$ cat src/hdl/gpp_regs.svh
`ifndef GPP_REGS_SVH
`define GPP_REGS_SVH
// ****************************************
// Register offsets (byte addresses)
// ****************************************
`define GPP_OFS_DIR_A     8'h00
`define GPP_OFS_DIR_B     8'h04
`define GPP_OFS_DIR_C     8'h08
`define GPP_OFS_ALT_A     8'h0c
`define GPP_OFS_ALT_B     8'h10
`define GPP_OFS_ALT_C     8'h14
`define GPP_OFS_DRV_A     8'h18
`define GPP_OFS_DRV_B     8'h1c
`define GPP_OFS_DRV_C     8'h20
`define GPP_OFS_LVL_A     8'h24
`define GPP_OFS_LVL_B     8'h28
`define GPP_OFS_LVL_C     8'h2c
`define GPP_OFS_CHG_A     8'h30
`define GPP_OFS_CHG_B     8'h34
`define GPP_OFS_CHG_C     8'h38
`define GPP_OFS_BUFDIS_A  8'h3c
`define GPP_OFS_RADIO     8'h40
`define GPP_OFS_IRQ_STAT  8'h44
`define GPP_OFS_IRQ_MASK  8'h48
// ****************************************
// Field positions and reset values
// ****************************************
`define GPP_RADIO_AMP_BIT 6
`define GPP_RADIO_ANT_BIT 7
`define GPP_PB_AMP_PIN    2
`define GPP_PB_ANT_PIN    3
`define GPP_RST_BYTE      8'h00
`define GPP_RST_MASK      3'h0
`define GPP_NUM_PORTS     3
`endif

$ cat src/hdl/gpp_pkg.sv
package gpp_pkg;
  typedef logic [7:0] gpp_byte_t;
  typedef enum logic [1:0] {
    GPP_BUS_IDLE = 2'b00,
    GPP_BUS_ACK  = 2'b01
  } gpp_bus_state_t;
endpackage : gpp_pkg

$ cat src/hdl/gpp_sync.sv
`timescale 1ns/1ps
// ****************************************
// Three-stage input synchroniser
// ****************************************
module gpp_sync (
  input  wire logic       clk_i,
  input  wire logic       rst_i,
  input  wire logic [7:0] pin_i,
  input  wire logic [7:0] in_en_i,
  output logic      [7:0] level_o,
  output logic      [7:0] change_o
);
  logic [7:0] s1_r;
  logic [7:0] s2_r;
  logic [7:0] s3_r;
  logic [7:0] lvl_r;
  logic [7:0] s1_nxt;
  logic [7:0] lvl_nxt;
  logic [7:0] chg_nxt;
  logic [7:0] chg_r;

  // Disabled buffer reads low so an analog level draws no current and fires no edge
  always_comb begin
    s1_nxt  = pin_i & in_en_i;                    // RQ5
    lvl_nxt = lvl_r;
    chg_nxt = 8'h00;
    for (int i = 0; i < 8; i++) begin
      if (s2_r[i] == s3_r[i]) begin
        lvl_nxt[i] = s3_r[i];                     // RQ12
        chg_nxt[i] = s3_r[i] ^ lvl_r[i];          // RQ12
      end
    end
  end

  always_ff @(posedge clk_i) begin
    if (rst_i) begin
      s1_r  <= 8'h00;
      s2_r  <= 8'h00;
      s3_r  <= 8'h00;
      lvl_r <= 8'h00;
      chg_r <= 8'h00;
    end else begin
      s1_r  <= s1_nxt;
      s2_r  <= s1_r;
      s3_r  <= s2_r;
      lvl_r <= lvl_nxt;
      chg_r <= chg_nxt;
    end
  end

  assign level_o  = lvl_r;
  assign change_o = chg_r;
endmodule : gpp_sync

$ cat src/hdl/gpp_pin_mux.sv
`timescale 1ns/1ps
// ****************************************
// Per-port drive and pull-up selection
// ****************************************
module gpp_pin_mux (
  input  wire logic [7:0] dir_i,
  input  wire logic [7:0] alt_i,
  input  wire logic [7:0] drv_i,
  input  wire logic [7:0] periph_i,
  output logic      [7:0] out_o,
  output logic      [7:0] oe_o,
  output logic      [7:0] pull_o
);
  always_comb begin
    oe_o   = dir_i;                                         // RQ1
    out_o  = (alt_i & periph_i) | (~alt_i & drv_i);         // RQ2 RQ3
    pull_o = ~dir_i & drv_i;                                // RQ4
  end
endmodule : gpp_pin_mux

$ cat src/hdl/gpp_port.sv
`timescale 1ns/1ps
`include "gpp_regs.svh"
// Contract
// RQ1 - Output-select 1 drives pin, 0 input
// RQ2 - Alternate bit picks peripheral output over GPIO
// RQ3 - GPIO output drives the drive/pull-up value
// RQ4 - Input pull-up follows drive/pull-up bit
// RQ5 - Port A buffer-disable turns off input
// RQ6 - Enabled pins interrupt on any change
// RQ7 - Readable level of each pin
// RQ8 - Level read clears port's pending change; code clears it only while the port has a change-enable bit set
// RQ9 - PB2 amp output needs radio bit6, dir2
// RQ10 - PB3 antenna output needs radio bit7, dir3
// RQ11 - Software floats radio pins via output-select
// RQ12 - Inputs synchronised, change between consecutive samples
module gpp_port (
  input  wire logic        clk_i,
  input  wire logic        rst_i,
  input  wire logic        wb_cyc_i,
  input  wire logic        wb_stb_i,
  input  wire logic        wb_we_i,
  input  wire logic [7:0]  wb_adr_i,
  input  wire logic [3:0]  wb_sel_i,
  input  wire logic [31:0] wb_dat_i,
  output logic      [31:0] wb_dat_o,
  output logic             wb_ack_o,
  input  wire logic [7:0]  pa_i,
  input  wire logic [7:0]  pb_i,
  input  wire logic [7:0]  pc_i,
  input  wire logic [7:0]  periph_a_i,
  input  wire logic [7:0]  periph_b_i,
  input  wire logic [7:0]  periph_c_i,
  input  wire logic        amp_control_out_i,
  input  wire logic        antenna_switch_out_i,
  output logic      [7:0]  pa_o,
  output logic      [7:0]  pa_oe_o,
  output logic      [7:0]  pa_pull_o,
  output logic      [7:0]  pb_o,
  output logic      [7:0]  pb_oe_o,
  output logic      [7:0]  pb_pull_o,
  output logic      [7:0]  pc_o,
  output logic      [7:0]  pc_oe_o,
  output logic      [7:0]  pc_pull_o,
  output logic             irq_o
);
  // ****************************************
  // State
  // ****************************************
  gpp_pkg::gpp_byte_t     dir_r      [3];
  gpp_pkg::gpp_byte_t     alt_r      [3];
  gpp_pkg::gpp_byte_t     drv_r      [3];
  gpp_pkg::gpp_byte_t     chg_en_r   [3];
  gpp_pkg::gpp_byte_t     dir_nxt    [3];
  gpp_pkg::gpp_byte_t     alt_nxt    [3];
  gpp_pkg::gpp_byte_t     drv_nxt    [3];
  gpp_pkg::gpp_byte_t     chg_en_nxt [3];
  gpp_pkg::gpp_byte_t     bufdis_r;
  gpp_pkg::gpp_byte_t     bufdis_nxt;
  gpp_pkg::gpp_byte_t     radio_r;
  gpp_pkg::gpp_byte_t     radio_nxt;
  logic [2:0]             stat_r;
  logic [2:0]             stat_nxt;
  logic [2:0]             mask_r;
  logic [2:0]             mask_nxt;
  gpp_pkg::gpp_bus_state_t bus_r;
  gpp_pkg::gpp_bus_state_t bus_nxt;
  logic [31:0]            rdat_r;
  logic [31:0]            rdat_nxt;
  logic                   irq_r;
  gpp_pkg::gpp_byte_t     lvl      [3];
  gpp_pkg::gpp_byte_t     chg      [3];
  gpp_pkg::gpp_byte_t     pin_in   [3];
  gpp_pkg::gpp_byte_t     in_en    [3];
  gpp_pkg::gpp_byte_t     periph   [3];
  gpp_pkg::gpp_byte_t     mux_out  [3];
  gpp_pkg::gpp_byte_t     mux_oe   [3];
  gpp_pkg::gpp_byte_t     mux_pull [3];
  gpp_pkg::gpp_byte_t     out_r    [3];
  gpp_pkg::gpp_byte_t     oe_r     [3];
  gpp_pkg::gpp_byte_t     pull_r   [3];
  logic                   acc;
  logic                   wr;
  logic                   rd;
  logic                   amp_route;
  logic                   ant_route;

  assign pin_in[0] = pa_i;
  assign pin_in[1] = pb_i;
  assign pin_in[2] = pc_i;
  assign in_en[0]  = ~bufdis_r;                                  // RQ5
  assign in_en[1]  = 8'hff;
  assign in_en[2]  = 8'hff;

  // Radio functions override the peripheral on PB2/PB3 only when both bits are set
  assign amp_route = radio_r[`GPP_RADIO_AMP_BIT] & dir_r[1][`GPP_PB_AMP_PIN];  // RQ9
  assign ant_route = radio_r[`GPP_RADIO_ANT_BIT] & dir_r[1][`GPP_PB_ANT_PIN];  // RQ10

  always_comb begin
    periph[0] = periph_a_i;
    periph[1] = periph_b_i;
    periph[2] = periph_c_i;
  end

  // ****************************************
  // Per-port pin logic
  // ****************************************
  generate
    for (genvar p = 0; p < `GPP_NUM_PORTS; p++) begin : g_port
      gpp_sync u_sync (
        .clk_i    (clk_i),
        .rst_i    (rst_i),
        .pin_i    (pin_in[p]),
        .in_en_i  (in_en[p]),
        .level_o  (lvl[p]),
        .change_o (chg[p])
      );
      gpp_pin_mux u_mux (
        .dir_i    (dir_r[p]),
        .alt_i    (alt_r[p]),
        .drv_i    (drv_r[p]),
        .periph_i (periph[p]),
        .out_o    (mux_out[p]),
        .oe_o     (mux_oe[p]),
        .pull_o   (mux_pull[p])
      );
    end
  endgenerate

  // ****************************************
  // Bus decode
  // ****************************************
  function automatic gpp_pkg::gpp_byte_t merge8(input gpp_pkg::gpp_byte_t old_v,
                                                input logic [31:0] d,
                                                input logic [3:0] sel);
    merge8 = sel[0] ? d[7:0] : old_v;
  endfunction : merge8

  assign acc = wb_cyc_i & wb_stb_i & (bus_r == gpp_pkg::GPP_BUS_IDLE);
  assign wr  = acc & wb_we_i;
  assign rd  = acc & ~wb_we_i;

  always_comb begin
    logic [2:0] lvl_read;
    lvl_read   = 3'h0;
    dir_nxt    = dir_r;
    alt_nxt    = alt_r;
    drv_nxt    = drv_r;
    chg_en_nxt = chg_en_r;
    bufdis_nxt = bufdis_r;
    radio_nxt  = radio_r;
    mask_nxt   = mask_r;
    rdat_nxt   = 32'h0000_0000;
    bus_nxt    = acc ? gpp_pkg::GPP_BUS_ACK : gpp_pkg::GPP_BUS_IDLE;
    for (int p = 0; p < 3; p++) begin
      if (wb_adr_i == `GPP_OFS_DIR_A + 8'(4 * p)) begin
        rdat_nxt[7:0] = dir_r[p];
        if (wr) dir_nxt[p] = merge8(dir_r[p], wb_dat_i, wb_sel_i);          // RQ1
      end else if (wb_adr_i == `GPP_OFS_ALT_A + 8'(4 * p)) begin
        rdat_nxt[7:0] = alt_r[p];
        if (wr) alt_nxt[p] = merge8(alt_r[p], wb_dat_i, wb_sel_i);          // RQ2
      end else if (wb_adr_i == `GPP_OFS_DRV_A + 8'(4 * p)) begin
        rdat_nxt[7:0] = drv_r[p];
        if (wr) drv_nxt[p] = merge8(drv_r[p], wb_dat_i, wb_sel_i);          // RQ3
      end else if (wb_adr_i == `GPP_OFS_LVL_A + 8'(4 * p)) begin
        rdat_nxt[7:0] = lvl[p];                                             // RQ7
        lvl_read[p]   = rd;
      end else if (wb_adr_i == `GPP_OFS_CHG_A + 8'(4 * p)) begin
        rdat_nxt[7:0] = chg_en_r[p];
        if (wr) chg_en_nxt[p] = merge8(chg_en_r[p], wb_dat_i, wb_sel_i);    // RQ6
      end
    end
    if (wb_adr_i == `GPP_OFS_BUFDIS_A) begin
      rdat_nxt[7:0] = bufdis_r;
      if (wr) bufdis_nxt = merge8(bufdis_r, wb_dat_i, wb_sel_i);            // RQ5
    end else if (wb_adr_i == `GPP_OFS_RADIO) begin
      rdat_nxt[7:0] = radio_r;
      if (wr) radio_nxt = merge8(radio_r, wb_dat_i, wb_sel_i);
    end else if (wb_adr_i == `GPP_OFS_IRQ_STAT) begin
      rdat_nxt[2:0] = stat_r;
    end else if (wb_adr_i == `GPP_OFS_IRQ_MASK) begin
      rdat_nxt[2:0] = mask_r;
      if (wr && wb_sel_i[0]) mask_nxt = wb_dat_i[2:0];
    end
    // Set beats clear: a change in the cycle of a clear stays pending
    for (int p = 0; p < 3; p++) begin
      stat_nxt[p] = stat_r[p];
      if (lvl_read[p] && (chg_en_r[p] != 8'h00)) stat_nxt[p] = 1'b0;        // RQ8
      if (wr && wb_sel_i[0] && wb_adr_i == `GPP_OFS_IRQ_STAT && wb_dat_i[p]) begin
        stat_nxt[p] = 1'b0;
      end
      if ((chg[p] & chg_en_r[p]) != 8'h00) stat_nxt[p] = 1'b1;              // RQ6
    end
  end

  // ****************************************
  // Registers
  // ****************************************
  always_ff @(posedge clk_i) begin
    if (rst_i) begin
      for (int p = 0; p < 3; p++) begin
        dir_r[p]    <= `GPP_RST_BYTE;
        alt_r[p]    <= `GPP_RST_BYTE;
        drv_r[p]    <= `GPP_RST_BYTE;
        chg_en_r[p] <= `GPP_RST_BYTE;
        out_r[p]    <= `GPP_RST_BYTE;
        oe_r[p]     <= `GPP_RST_BYTE;
        pull_r[p]   <= `GPP_RST_BYTE;
      end
      bufdis_r <= `GPP_RST_BYTE;
      radio_r  <= `GPP_RST_BYTE;
      stat_r   <= `GPP_RST_MASK;
      mask_r   <= `GPP_RST_MASK;
      bus_r    <= gpp_pkg::GPP_BUS_IDLE;
      rdat_r   <= 32'h0000_0000;
      irq_r    <= 1'b0;
    end else begin
      for (int p = 0; p < 3; p++) begin
        dir_r[p]    <= dir_nxt[p];
        alt_r[p]    <= alt_nxt[p];
        drv_r[p]    <= drv_nxt[p];
        chg_en_r[p] <= chg_en_nxt[p];
        out_r[p]    <= mux_out[p];
        oe_r[p]     <= mux_oe[p];
        pull_r[p]   <= mux_pull[p];
      end
      // Radio overrides win over port B alternate and GPIO drive
      if (amp_route) out_r[1][`GPP_PB_AMP_PIN] <= amp_control_out_i;        // RQ9
      if (ant_route) out_r[1][`GPP_PB_ANT_PIN] <= antenna_switch_out_i;     // RQ10
      bufdis_r <= bufdis_nxt;
      radio_r  <= radio_nxt;
      stat_r   <= stat_nxt;
      mask_r   <= mask_nxt;
      bus_r    <= bus_nxt;
      rdat_r   <= rdat_nxt;
      irq_r    <= (stat_nxt & mask_nxt) != 3'h0;
    end
  end

  // Pin outputs lag the control registers by one cycle to stay flop-driven; irq_o does not lag
  assign wb_ack_o  = (bus_r == gpp_pkg::GPP_BUS_ACK);
  assign wb_dat_o  = rdat_r;
  assign pa_o      = out_r[0];
  assign pa_oe_o   = oe_r[0];
  assign pa_pull_o = pull_r[0];
  assign pb_o      = out_r[1];
  assign pb_oe_o   = oe_r[1];
  assign pb_pull_o = pull_r[1];
  assign pc_o      = out_r[2];
  assign pc_oe_o   = oe_r[2];
  assign pc_pull_o = pull_r[2];
  assign irq_o     = irq_r;
endmodule : gpp_port

$ cat config.mk
export PLATFORM = sky130hd
export DESIGN_NAME = gpp_port
export DESIGN_NICKNAME = d
export VERILOG_FILES = /design/src/hdl/gpp_pkg.sv /design/src/hdl/gpp_sync.sv /design/src/hdl/gpp_pin_mux.sv /design/src/hdl/gpp_port.sv
export VERILOG_INCLUDE_DIRS = /design/src /design/src/hdl
export SDC_FILE = /design/constraint.sdc
export NUM_CORES = 1
export LEC_CHECK = 0
export ABC_AREA = 1
export BUFFER_PORTS_ARGS = -buffer_cell sky130_fd_sc_hd__buf_2
export CELL_PAD_IN_SITES_DETAIL_PLACEMENT = 0
export CELL_PAD_IN_SITES_GLOBAL_PLACEMENT = 1
export CORE_MARGIN = 1
export CORE_UTILIZATION = 41
export CTS_CLUSTER_DIAMETER = 100
export DETAILED_ROUTE_END_ITERATION = 10
export GPL_ROUTABILITY_DRIVEN = 0
export PLACE_DENSITY_LB_ADDON = 0.1
export SYNTH_ARGS = -nofsm -noshare
export SYNTH_HDL_FRONTEND = slang
export SYNTH_HIERARCHICAL = 1
export SYNTH_SLANG_ARGS = --single-unit
$ cat constraint.sdc
create_clock -name clk_i -period 1.9 [get_ports clk_i]
set_input_delay 0.095 -clock clk_i [delete_from_list [all_inputs] [get_ports clk_i]]
set_output_delay 0.095 -clock clk_i [all_outputs]
set_load 0.1 [all_outputs]
Yosys cells after proc, flatten, opt, wreduce, memory -nomap -nowiden
Memories as Yosys holds them, arrays and structs flattened. Index checks and enable logic that the tools add are counted.

Bits in registers: 273. RAM bits: 72. Output and inout port bits: 106. Memories kept: 3.

Memories: oe_r (words 3, width 8, rd ports 3, clocked after Yosys merged registers in 0, wr ports 3, line gpp_port.sv:79) `gpp_pkg::gpp_byte_t oe_r [3];`; out_r (words 3, width 8, rd ports 3, clocked after Yosys merged registers in 0, wr ports 3, line gpp_port.sv:78) `gpp_pkg::gpp_byte_t out_r [3];`; pull_r (words 3, width 8, rd ports 3, clocked after Yosys merged registers in 0, wr ports 3, line gpp_port.sv:80) `gpp_pkg::gpp_byte_t pull_r [3];`.

Eq/ne operators: 43. Multiplexer cells: 67. Bitwise gates (word level): 103. Reductions and logical operators: 55.

Operators by type and width (number): 8-bit 2-to-1 mux (25); 8-bit bitwise AND (13); 8-bit by 6-bit == test with 1-bit output, second input constant (8); 8-bit inverter (7); 8-bit nonzero test (6); 2-bit OR reduction (24); 1-bit inverter (38); 1-bit 2-to-1 mux (33); 8-bit by 5-bit == test with 1-bit output, second input constant (4); 1-bit == test (24); 8-bit by 7-bit == test with 1-bit output, second input constant (3); 3-bit 2-to-1 mux (8); 8-bit bitwise OR (3); 1-bit bitwise XOR (24); 7-bit AND reduction (3); 8-bit by 4-bit == test with 1-bit output, second input constant (2); 4-bit AND reduction (4); 5-bit AND reduction (3); 3-bit AND reduction (4); 1-bit bitwise OR (11); 8-bit by 3-bit == test with 1-bit output, second input constant (1); 1-bit logical AND (8); 8-bit zero test (1); 1-bit bitwise AND (6); other kinds (5) (5).

Logic depth before layout (Yosys ltp)
Gate-level depths: netlist of run 1.

Depth after elaboration: 20. Mapped depth: 16. Mapped depth without buffers: 15.

Cells and area by module
The synthesis of run 1 kept the hierarchy.

By module, submodules not included: gpp_port (instances 1, cells each 1157, area each 8540.7 µm²); gpp_sync (instances 3, cells each 141, area each 1272.5 µm²); gpp_pin_mux (instances 3, cells each 56, area each 260.2 µm²).

Worst setup path before layout of run 1
Ideal clock, no wire load.

Path kind: register to register. From: register bus_r[0]. To: register bufdis_r[7]. Setup time: 70 ps. Arrival: 2008 ps. Data required time: 1830 ps. Setup slack: -178 ps. Stages on the path, launching flop included: 10. Buffers on the path: 1. Period minus slack after synthesis: 2078 ps. Path through: dfxtp_1 > nor2_1 > inv_2 > nor2_4 > inv_2 > nor2_2 > inv_1 > buf_2 > o21ai_0 > a21oi_1.

Cells in the longest elaborated chain, start to end: 4.

RTL lines: from (decl) (line gpp_port.sv:65) `gpp_pkg::gpp_bus_state_t bus_r;`; from (signal assigned) (line gpp_port.sv:213) `bus_r <= gpp_pkg::GPP_BUS_IDLE;`; from (signal assigned) (line gpp_port.sv:233) `bus_r <= bus_nxt;`; 2-bit zero test (line gpp_port.sv:138) `assign acc = wb_cyc_i & wb_stb_i & (bus_r == gpp_pkg::GPP_BUS_IDLE);`; 1-bit bitwise AND (line gpp_port.sv:138); 1-bit bitwise AND (line gpp_port.sv:139) `assign wr = acc & wb_we_i;`; 3-bit AND reduction (no line); to (signal assigned) (line gpp_port.sv:209) `` bufdis_r <= `GPP_RST_BYTE; ``; to (signal assigned) (line gpp_port.sv:229) `bufdis_r <= bufdis_nxt;`; to (decl) (line gpp_port.sv:57) `gpp_pkg::gpp_byte_t bufdis_r;`.

Every way passes these cells. A chain may end at the register's enable or synchronous reset.

Worst setup path after layout of run 1
From: register bus_r[0]. To: register chg_en_r[3] (netlist name).

Cells in the longest elaborated chain, start to end: 4.

RTL lines: 2-bit zero test (line gpp_port.sv:138); 1-bit bitwise AND (line gpp_port.sv:138); 1-bit bitwise AND (line gpp_port.sv:139); 7-bit AND reduction (no line); to (signal, indexed assignment) (line gpp_port.sv:204) `` chg_en_r[p] <= `GPP_RST_BYTE; ``; to (signal, indexed assignment) (line gpp_port.sv:221) `chg_en_r[p] <= chg_en_nxt[p];`; to (decl) (line gpp_port.sv:52) `gpp_pkg::gpp_byte_t chg_en_r [3];`.

Every way passes these cells.

==> impl_metrics.json, run 1 <==
{
  "die-width_um": 181,
  "synthMuxAreaShare_pct": 0,
  "antenna_found_initial": 0,
  "portBuffers": 153,
  "die_h_um": 181,
  "first_iter_violations": 652,
  "yosysSeqAreaShare_pct": 48.8,
  "multi_input_area_mm2": 0.00497,
  "firstDrtPassIters": 5,
  "cp_max_fo": 14,
  "max_freq_mhz": 585,
  "synth.area.top_cells": "dfxtp_1 49%, inv_1 8.3%, nor2_1 7.8%, nand2_1 7.5%, a21oi_1 5.1%",
  "startpoint_type": "flop",
  "wl_mm": 35.1,
  "maxCapViolations": 0,
  "max_stage_delay_ns": 0.31,
  "ys_types": 40,
  "synthToLayoutAreaGrowth_pct": 20.5,
  "hp-class": "in -> reg",
  "finalClockSkew_ns": 0.0227,
  "relSlewSlack_pct": 57.2,
  "yosysTopAreaCellShare_pct": 48.8,
  "synth_top_family_by_area": "simple AND/OR/NAND/NOR gates",
  "io_pins": 205,
  "critPathKind": "reg -> reg",
  "yosys-top-cells-count": "320 x dfxtp_1, 291 x inv_1, 273 x nor2_1",
  "row_count": 65,
  "grt_pass1_vias": 9969,
  "synthSimpleGateAreaFrac_pct": 22.3,
  "final_antenna_net_count": 0,
  "power.leakage_nw": 6.71,
  "cp_cell_sequence": "nor2_1 -> inv_2 -> nor2_4 -> buf_12 -> nand3_2 -> nor3_2 -> inv_2 -> o21ai_0 -> a21oi_1",
  "cts_buffers": 36,
  "cts_tree": "yes",
  "cp.arrival_ns": 2.10,
  "cts_sinks": 320,
  "clk_pin_slew_ns": 0.06,
  "syn_area_per_cell_um2": 7.52,
  "yosys.area.top_type": "dfxtp_1",
  "pre_cts_slack_ns": 0.0126,
  "synthArstFlopShare_pct": 0,
  "fin_ws_ns": 0.189,
  "synthFlopType": "dfxtp_1",
  "cpMaxStageDelayCell": "dfxtp_2",
  "ff_latch_area_mm2": 0.00641,
  "synth_edf_count": 0,
  "start_util_pct": 41.6,
  "ir_drop_uv": 538,
  "die_area_mm2": 0.0328,
  "clk_latency_ns": 0.52,
  "hold_ws_ns": 0.0134,
  "cpMostUsedCell": "inv_2",
  "powerDensity_mw_per_mm2": 908,
  "grt_max_degree": 96,
  "synth-warning-count": 6,
  "yosys.area_share.xor_xnor_pct": 0,
  "finalSetupViolCount": 0,
  "globalRouteTotalUtil_pct": 21.6,
  "grt_overflow": 0,
  "synth_fa_ha_area_share_pct": 0,
  "critical_path_required_ns": 2.29,
  "syn-cell-area_mm2": 0.0131,
  "syn_inst": 1748,
  "status": "completed",
  "cts_buffer_depth": 3,
  "vias_per_cell": 4.52,
  "finalHoldViolCount": 0,
  "rsz0062_at_grt": "false",
  "coreArea_mm2": 0.0316,
  "htree_levels": 2,
  "nets": 2051,
  "final-max-slew-violation-count": 0,
  "grt_pass1_wl_mm": 54.9,
  "synth_compound_area_share_pct": 14.4,
  "hpwl_mm": 25.1,
  "insertedDiodeCount": 0,
  "drc_errors": 0,
  "tightestPinTransition_ns": 0.633,
  "post_drt_wl_per_cell_um": 14.8,
  "layout-drive-gt1-share_pct": 18.0,
  "ys_ff_latch": 320,
  "post-route-min-period_ns": 1.71,
  "endpoint_kind": "flop",
  "n_fill_cell": 3225,
  "tns_ns": 0,
  "yosysMostFrequentCell": "dfxtp_1",
  "vias": 10733,
  "cts_root_buf": "clkbuf_16",
  "fin_crit_sh_pct": 90.0
}
-- timing repair --
| item | in CTS | in global routing |
|---|---|---|
| gates resized for setup | 0 | 0 |
| setup buffers | 0 | 1 |
| hold endpoints to repair | 50 | 0 |
| hold buffers | 51 | 0 |
| endpoints found under the setup margin | 0 | 20 |
-- cell type report --
cell class                 instances  area share, %
sequential                       320           40.5
multi-input combinational       1044           31.4
timing repair buffer             235           10.1
inverter                         315           7.52
clock inverter                     7          0.458
clock buffer                      53           6.86
tap                              402           3.18
-- registers in the layout, indices dropped and copies added (netlist names), 3 cells and up --
register                cells
alt_r                      24
bufdis_r                    8
chg_en_r                   24
dir_r                      24
drv_r                      24
g_port.u_sync/change_o     24
g_port.u_sync/level_o      24
g_port.u_sync/s1_r         24
g_port.u_sync/s2_r         24
g_port.u_sync/s3_r         24
mask_r                      3
oe_r                       24
out_r                      24
pull_r                     24
radio_r                     8
stat_r                      3
wb_dat_o                    8
-- cell families after synthesis --
| family | Yosys count |
|---|---|
| AND/OR/NAND/NOR | 661 |
| buffers and inverters | 422 |
| flip-flops | 320 |
| AO/OA/AOI/OAI | 343 |
| other | 2 |
-- cell usage in the layout (no fill, tap or decap), drive strengths merged --
master       instances
a22o                 3
o22ai                5
a211oi               2
a221oi               3
o211ai               2
dfxtp              320
nor4                 4
a21oi              151
a32o                 6
clkbuf              53
buf                184
nand4               12
clkinv               2
nand3               43
o311ai               1
nand2              271
o21ai              167
a311oi               2
bufinv               1
conb                40
dlygate4sd3         51
nand3b               4
nor3                 6
nor2               321
clkinvlp             2
o21a                 1
inv                317
-- metrics by stage --
step	cell area, um2	cells	util, %	total power [mW]
final	15800	2376	50.2	14.4
after global routing	15800	2376	50.2	14.9
after CTS	15800	2375	50.1	14.5
after detailed placement	14100	2264	44.8	7.68
after global placement	14100	2264	44.8	7.68
after floorplan	13300	1786	-	7.50
-- final timing paths --
kind	from	end	slack, ns	depth (start not counted)
min reg2reg	g_port[2].u_sync/s1_r[3]$_SDFF_PP0_	g_port[2].u_sync/s2_r[3]$_SDFF_PP0_	0.40	2
max reg2reg	bus_r[0]$_SDFF_PP0_	chg_en_r[3]$_SDFFE_PP0P_	0.19	9
min	wb_dat_i[2]	chg_en_r[18]$_SDFFE_PP0P_	0.01	3
max	bus_r[0]$_SDFF_PP0_	chg_en_r[3]$_SDFFE_PP0P_	0.19	9
-- critical path: cells and delay by family, from the launching register on --
| family | cells | cell delay [ns] |
|---|---|---|
| AND/OR/NAND/NOR | 4 | 0.64 |
| buffers and inverters | 3 | 0.39 |
| flip-flops | 1 | 0.31 |
| AO/OA/AOI/OAI | 2 | 0.25 |
-- report_power, final --
part           total, mW  switching [mW]  internal (mW)
clock network       6.76            2.68           4.08
logic              0.817           0.588          0.229
registers           6.80          0.0322           6.77
-- routing by layer --
metal  up-vias  GRT usage [%]  part of all wire (%)
li1       5729              -                     -
met1      4679           31.2                    50
met2       275           33.2                    42
met3        50           3.25                   5.3
met4         0           6.03                   2.1
met5         -              0                     0
Note: power is estimated with default switching activity, not from simulation.
==> run 2, diff against run 1 <==
- GPL_TIMING_DRIVEN: not set -> 0
==> run 2 against run 1 <==
Compared with the run above: utilization increased by 1.5 points; global-route usage is 2.0 points higher; sequential share of layout area fell by 1.2 points; via count increased by 6.1%; critical path type unchanged; largest cell class unchanged; highest routed layer unchanged.
==> impl_metrics.json, run 2 (synthesis results as in run 1) <==
{
  "status": "completed",
  "ff2ff_setup_slack_ns": 0.07,
  "pwr-share-clk_pct": 47.3,
  "firstDrtPassIters": 7,
  "coreArea_mm2": 0.0316,
  "p_switching_mw": 3.41,
  "finalHoldViolCount": 0,
  "io_pins": 205,
  "intPower_mw": 11.3,
  "clk_pin_slew_ns": 0.06,
  "critPathKind": "reg -> reg",
  "finalSetupViolCount": 0,
  "cts_tree": "yes",
  "startpoint": "chg_en_r[9]$_SDFFE_PP0P_",
  "fin_crit_sh_pct": 96.6,
  "cp_num_buf_inv": 1,
  "r2r_cells": 7,
  "start_util_pct": 41.6,
  "maxCapViolations": 0,
  "routed.top_layer": "met4",
  "cpMaxStageDelayCell": "o311ai_0",
  "cts_root_buf": "clkbuf_16",
  "cts_sinks": 320,
  "r2r_start": "chg_en_r[9]$_SDFFE_PP0P_",
  "post-route-min-period_ns": 1.83,
  "relSlewSlack_pct": 27.8,
  "startpoint_type": "flop",
  "max_freq_mhz": 545,
  "path_delay_family": "compound AO/OA/AOI/OAI gates",
  "ir_drop_uv": 605,
  "portBuffers": 152,
  "row_count": 65,
  "die_area_mm2": 0.0328,
  "die_h_um": 181,
  "grt_overflow": 0,
  "pre_cts_slack_ns": -0.203,
  "layout_common_cells": "319 x dfxtp_1, 291 x inv_1, 271 x nor2_1, 261 x nand2_1, 164 x buf_2",
  "cts_buffer_depth": 3,
  "drt-met1-wl_mm": 18.7,
  "fin_ws_ns": 0.0651,
  "crit_cells": 7,
  "die-width_um": 181,
  "final-max-slew-violation-count": 0,
  "endpoint_kind": "flop",
  "final_antenna_net_count": 0,
  "globalRouteTotalUtil_pct": 23.6,
  "seq_power_share_pct": 46.3,
  "dr_wl_met3_mm": 2.13,
  "clk_latency_ns": 0.51,
  "finalClockSkew_ns": 0.0141,
  "powerDensity_mw_per_mm2": 899,
  "max_stage_delay_ns": 0.71,
  "insertedDiodeCount": 0,
  "drc_errors": 0,
  "post_drt_wl_per_cell_um": 15.9,
  "tightestPinTransition_ns": 1.08,
  "r2r-end": "irq_o$_SDFF_PP0_",
  "hpwl_mm": 28.7,
  "layout-drive-gt1-share_pct": 19.8,
  "n_fill_cell": 3156,
  "cp.arrival_ns": 2.27,
  "swShare_pct": 23.2,
  "cp_cell_sequence": "inv_1 -> nand3_1 -> o311ai_0 -> nand3_1 -> a21oi_1 -> nand2_1 -> nand3_1",
  "grt_pass1_wl_mm": 58.8,
  "power.leakage_nw": 6.99,
  "final_common_cell": "dfxtp_1",
  "antenna_found_initial": 1,
  "stdcell_count": 2457,
  "htree_levels": 2,
  "dp.cells": 2340,
  "grt_max_degree": 15,
  "comb_power_share_pct": 6.3,
  "first_iter_violations": 742,
  "critical_path_required_ns": 2.33,
  "cpMostUsedCell": "nand3_1",
  "cp_max_fo": 3,
  "synthToLayoutAreaGrowth_pct": 24.2,
  "rsz0062_at_grt": "true",
  "hp-class": "in -> reg",
  "wl_met2_mm": 17.1,
  "nets": 2132,
  "vias": 11386,
  "grt_pass1_vias": 10225,
  "crit_path_end": "irq_o$_SDFF_PP0_",
  "power_mw": 14.7,
  "vias_per_cell": 4.63,
  "cts_buffers": 36,
  "wl_mm": 39.1
}
run 2: worst min path at each step:
stage | to | start | cells after the start | slack [ns]
final | radio_r[3]$_SDFFE_PP0P_ | wb_dat_i[3] | 3 | 0.03
after floorplan | g_port[0].u_sync/s1_r[1]$_SDFF_PP0_ | pa_i[1] | 2 | 0.22
after global routing | radio_r[3]$_SDFFE_PP0P_ | wb_dat_i[3] | 3 | 0.02
after CTS | radio_r[3]$_SDFFE_PP0P_ | wb_dat_i[3] | 3 | 0.02
after global placement | g_port[1].u_sync/level_o[7]$_SDFFE_PP0N_ | rst_i | 2 | 0.30
after detailed placement | g_port[1].u_sync/level_o[3]$_SDFFE_PP0N_ | rst_i | 2 | 0.31
run 2: power by group through the flow:
| stage | sequential [mW] | clock [mW] | combinational, mW |
|---|---|---|---|
| finish | 6.80 | 6.94 | 0.931 |
| global route | 6.80 | 7.36 | 0.985 |
| floorplan | 6.95 | 0 | 0.545 |
| CTS | 6.80 | 7.07 | 0.924 |
| global placement | 6.94 | 0 | 0.835 |
| detailed placement | 6.95 | 0 | 0.834 |
run 2: worst reg2reg max path, stage by stage, from the launching register on:
cell      delay [ns]
dfxtp_1         0.33
inv_1           0.08
nand3_1         0.08
o311ai_0        0.71
nand3_1         0.14
a21oi_1         0.22
nand2_1         0.07
nand3_1         0.13
run 2: metal layers:
| layer | GRT usage [%] | vias to the layer above |
|---|---|---|
| li1 | - | 5902 |
| met1 | 32.4 | 5061 |
| met2 | 37.8 | 354 |
| met3 | 3.23 | 69 |
| met4 | 8.14 | 0 |
| met5 | 0 | - |
run 2: cell type report:
| cell class | count | area (um2) | area share (%) |
|---|---|---|---|
| buffer | 107 | 717 | 4.39 |
| inverter | 315 | 1190 | 7.29 |
| sequential | 320 | 6410 | 39.3 |
| tap | 402 | 503 | 3.08 |
| clock buffer | 47 | 1030 | 6.34 |
| multi-input combinational | 1044 | 4980 | 30.5 |
| timing repair buffer | 209 | 1330 | 8.15 |
| clock inverter | 13 | 153 | 0.936 |
run 2: stage by stage:
stage	setup TNS, ns	instance area [um2]	util, %	hold WS [ns]
6_report	0	16300	51.7	0.0262
5_1_grt	-0.0277	16300	51.7	0.0194
4_1_cts	0	16300	51.7	0.0180
3_5_place_dp	-5.01	14500	46.1	0.309
3_3_place_gp	-5.29	14500	46.1	0.304
2_1_floorplan	0	13300	-	0.215
run 2: timing repair:
| action | in CTS | in global routing |
|---|---|---|
| gates resized for setup | 1 | 3 |
| endpoints found under the setup margin | 39 | 14 |
| pin swaps | 1 | 2 |
| setup buffers | 2 | 0 |
| hold buffers | 55 | 0 |
| endpoints found under the hold margin | 151 | 0 |
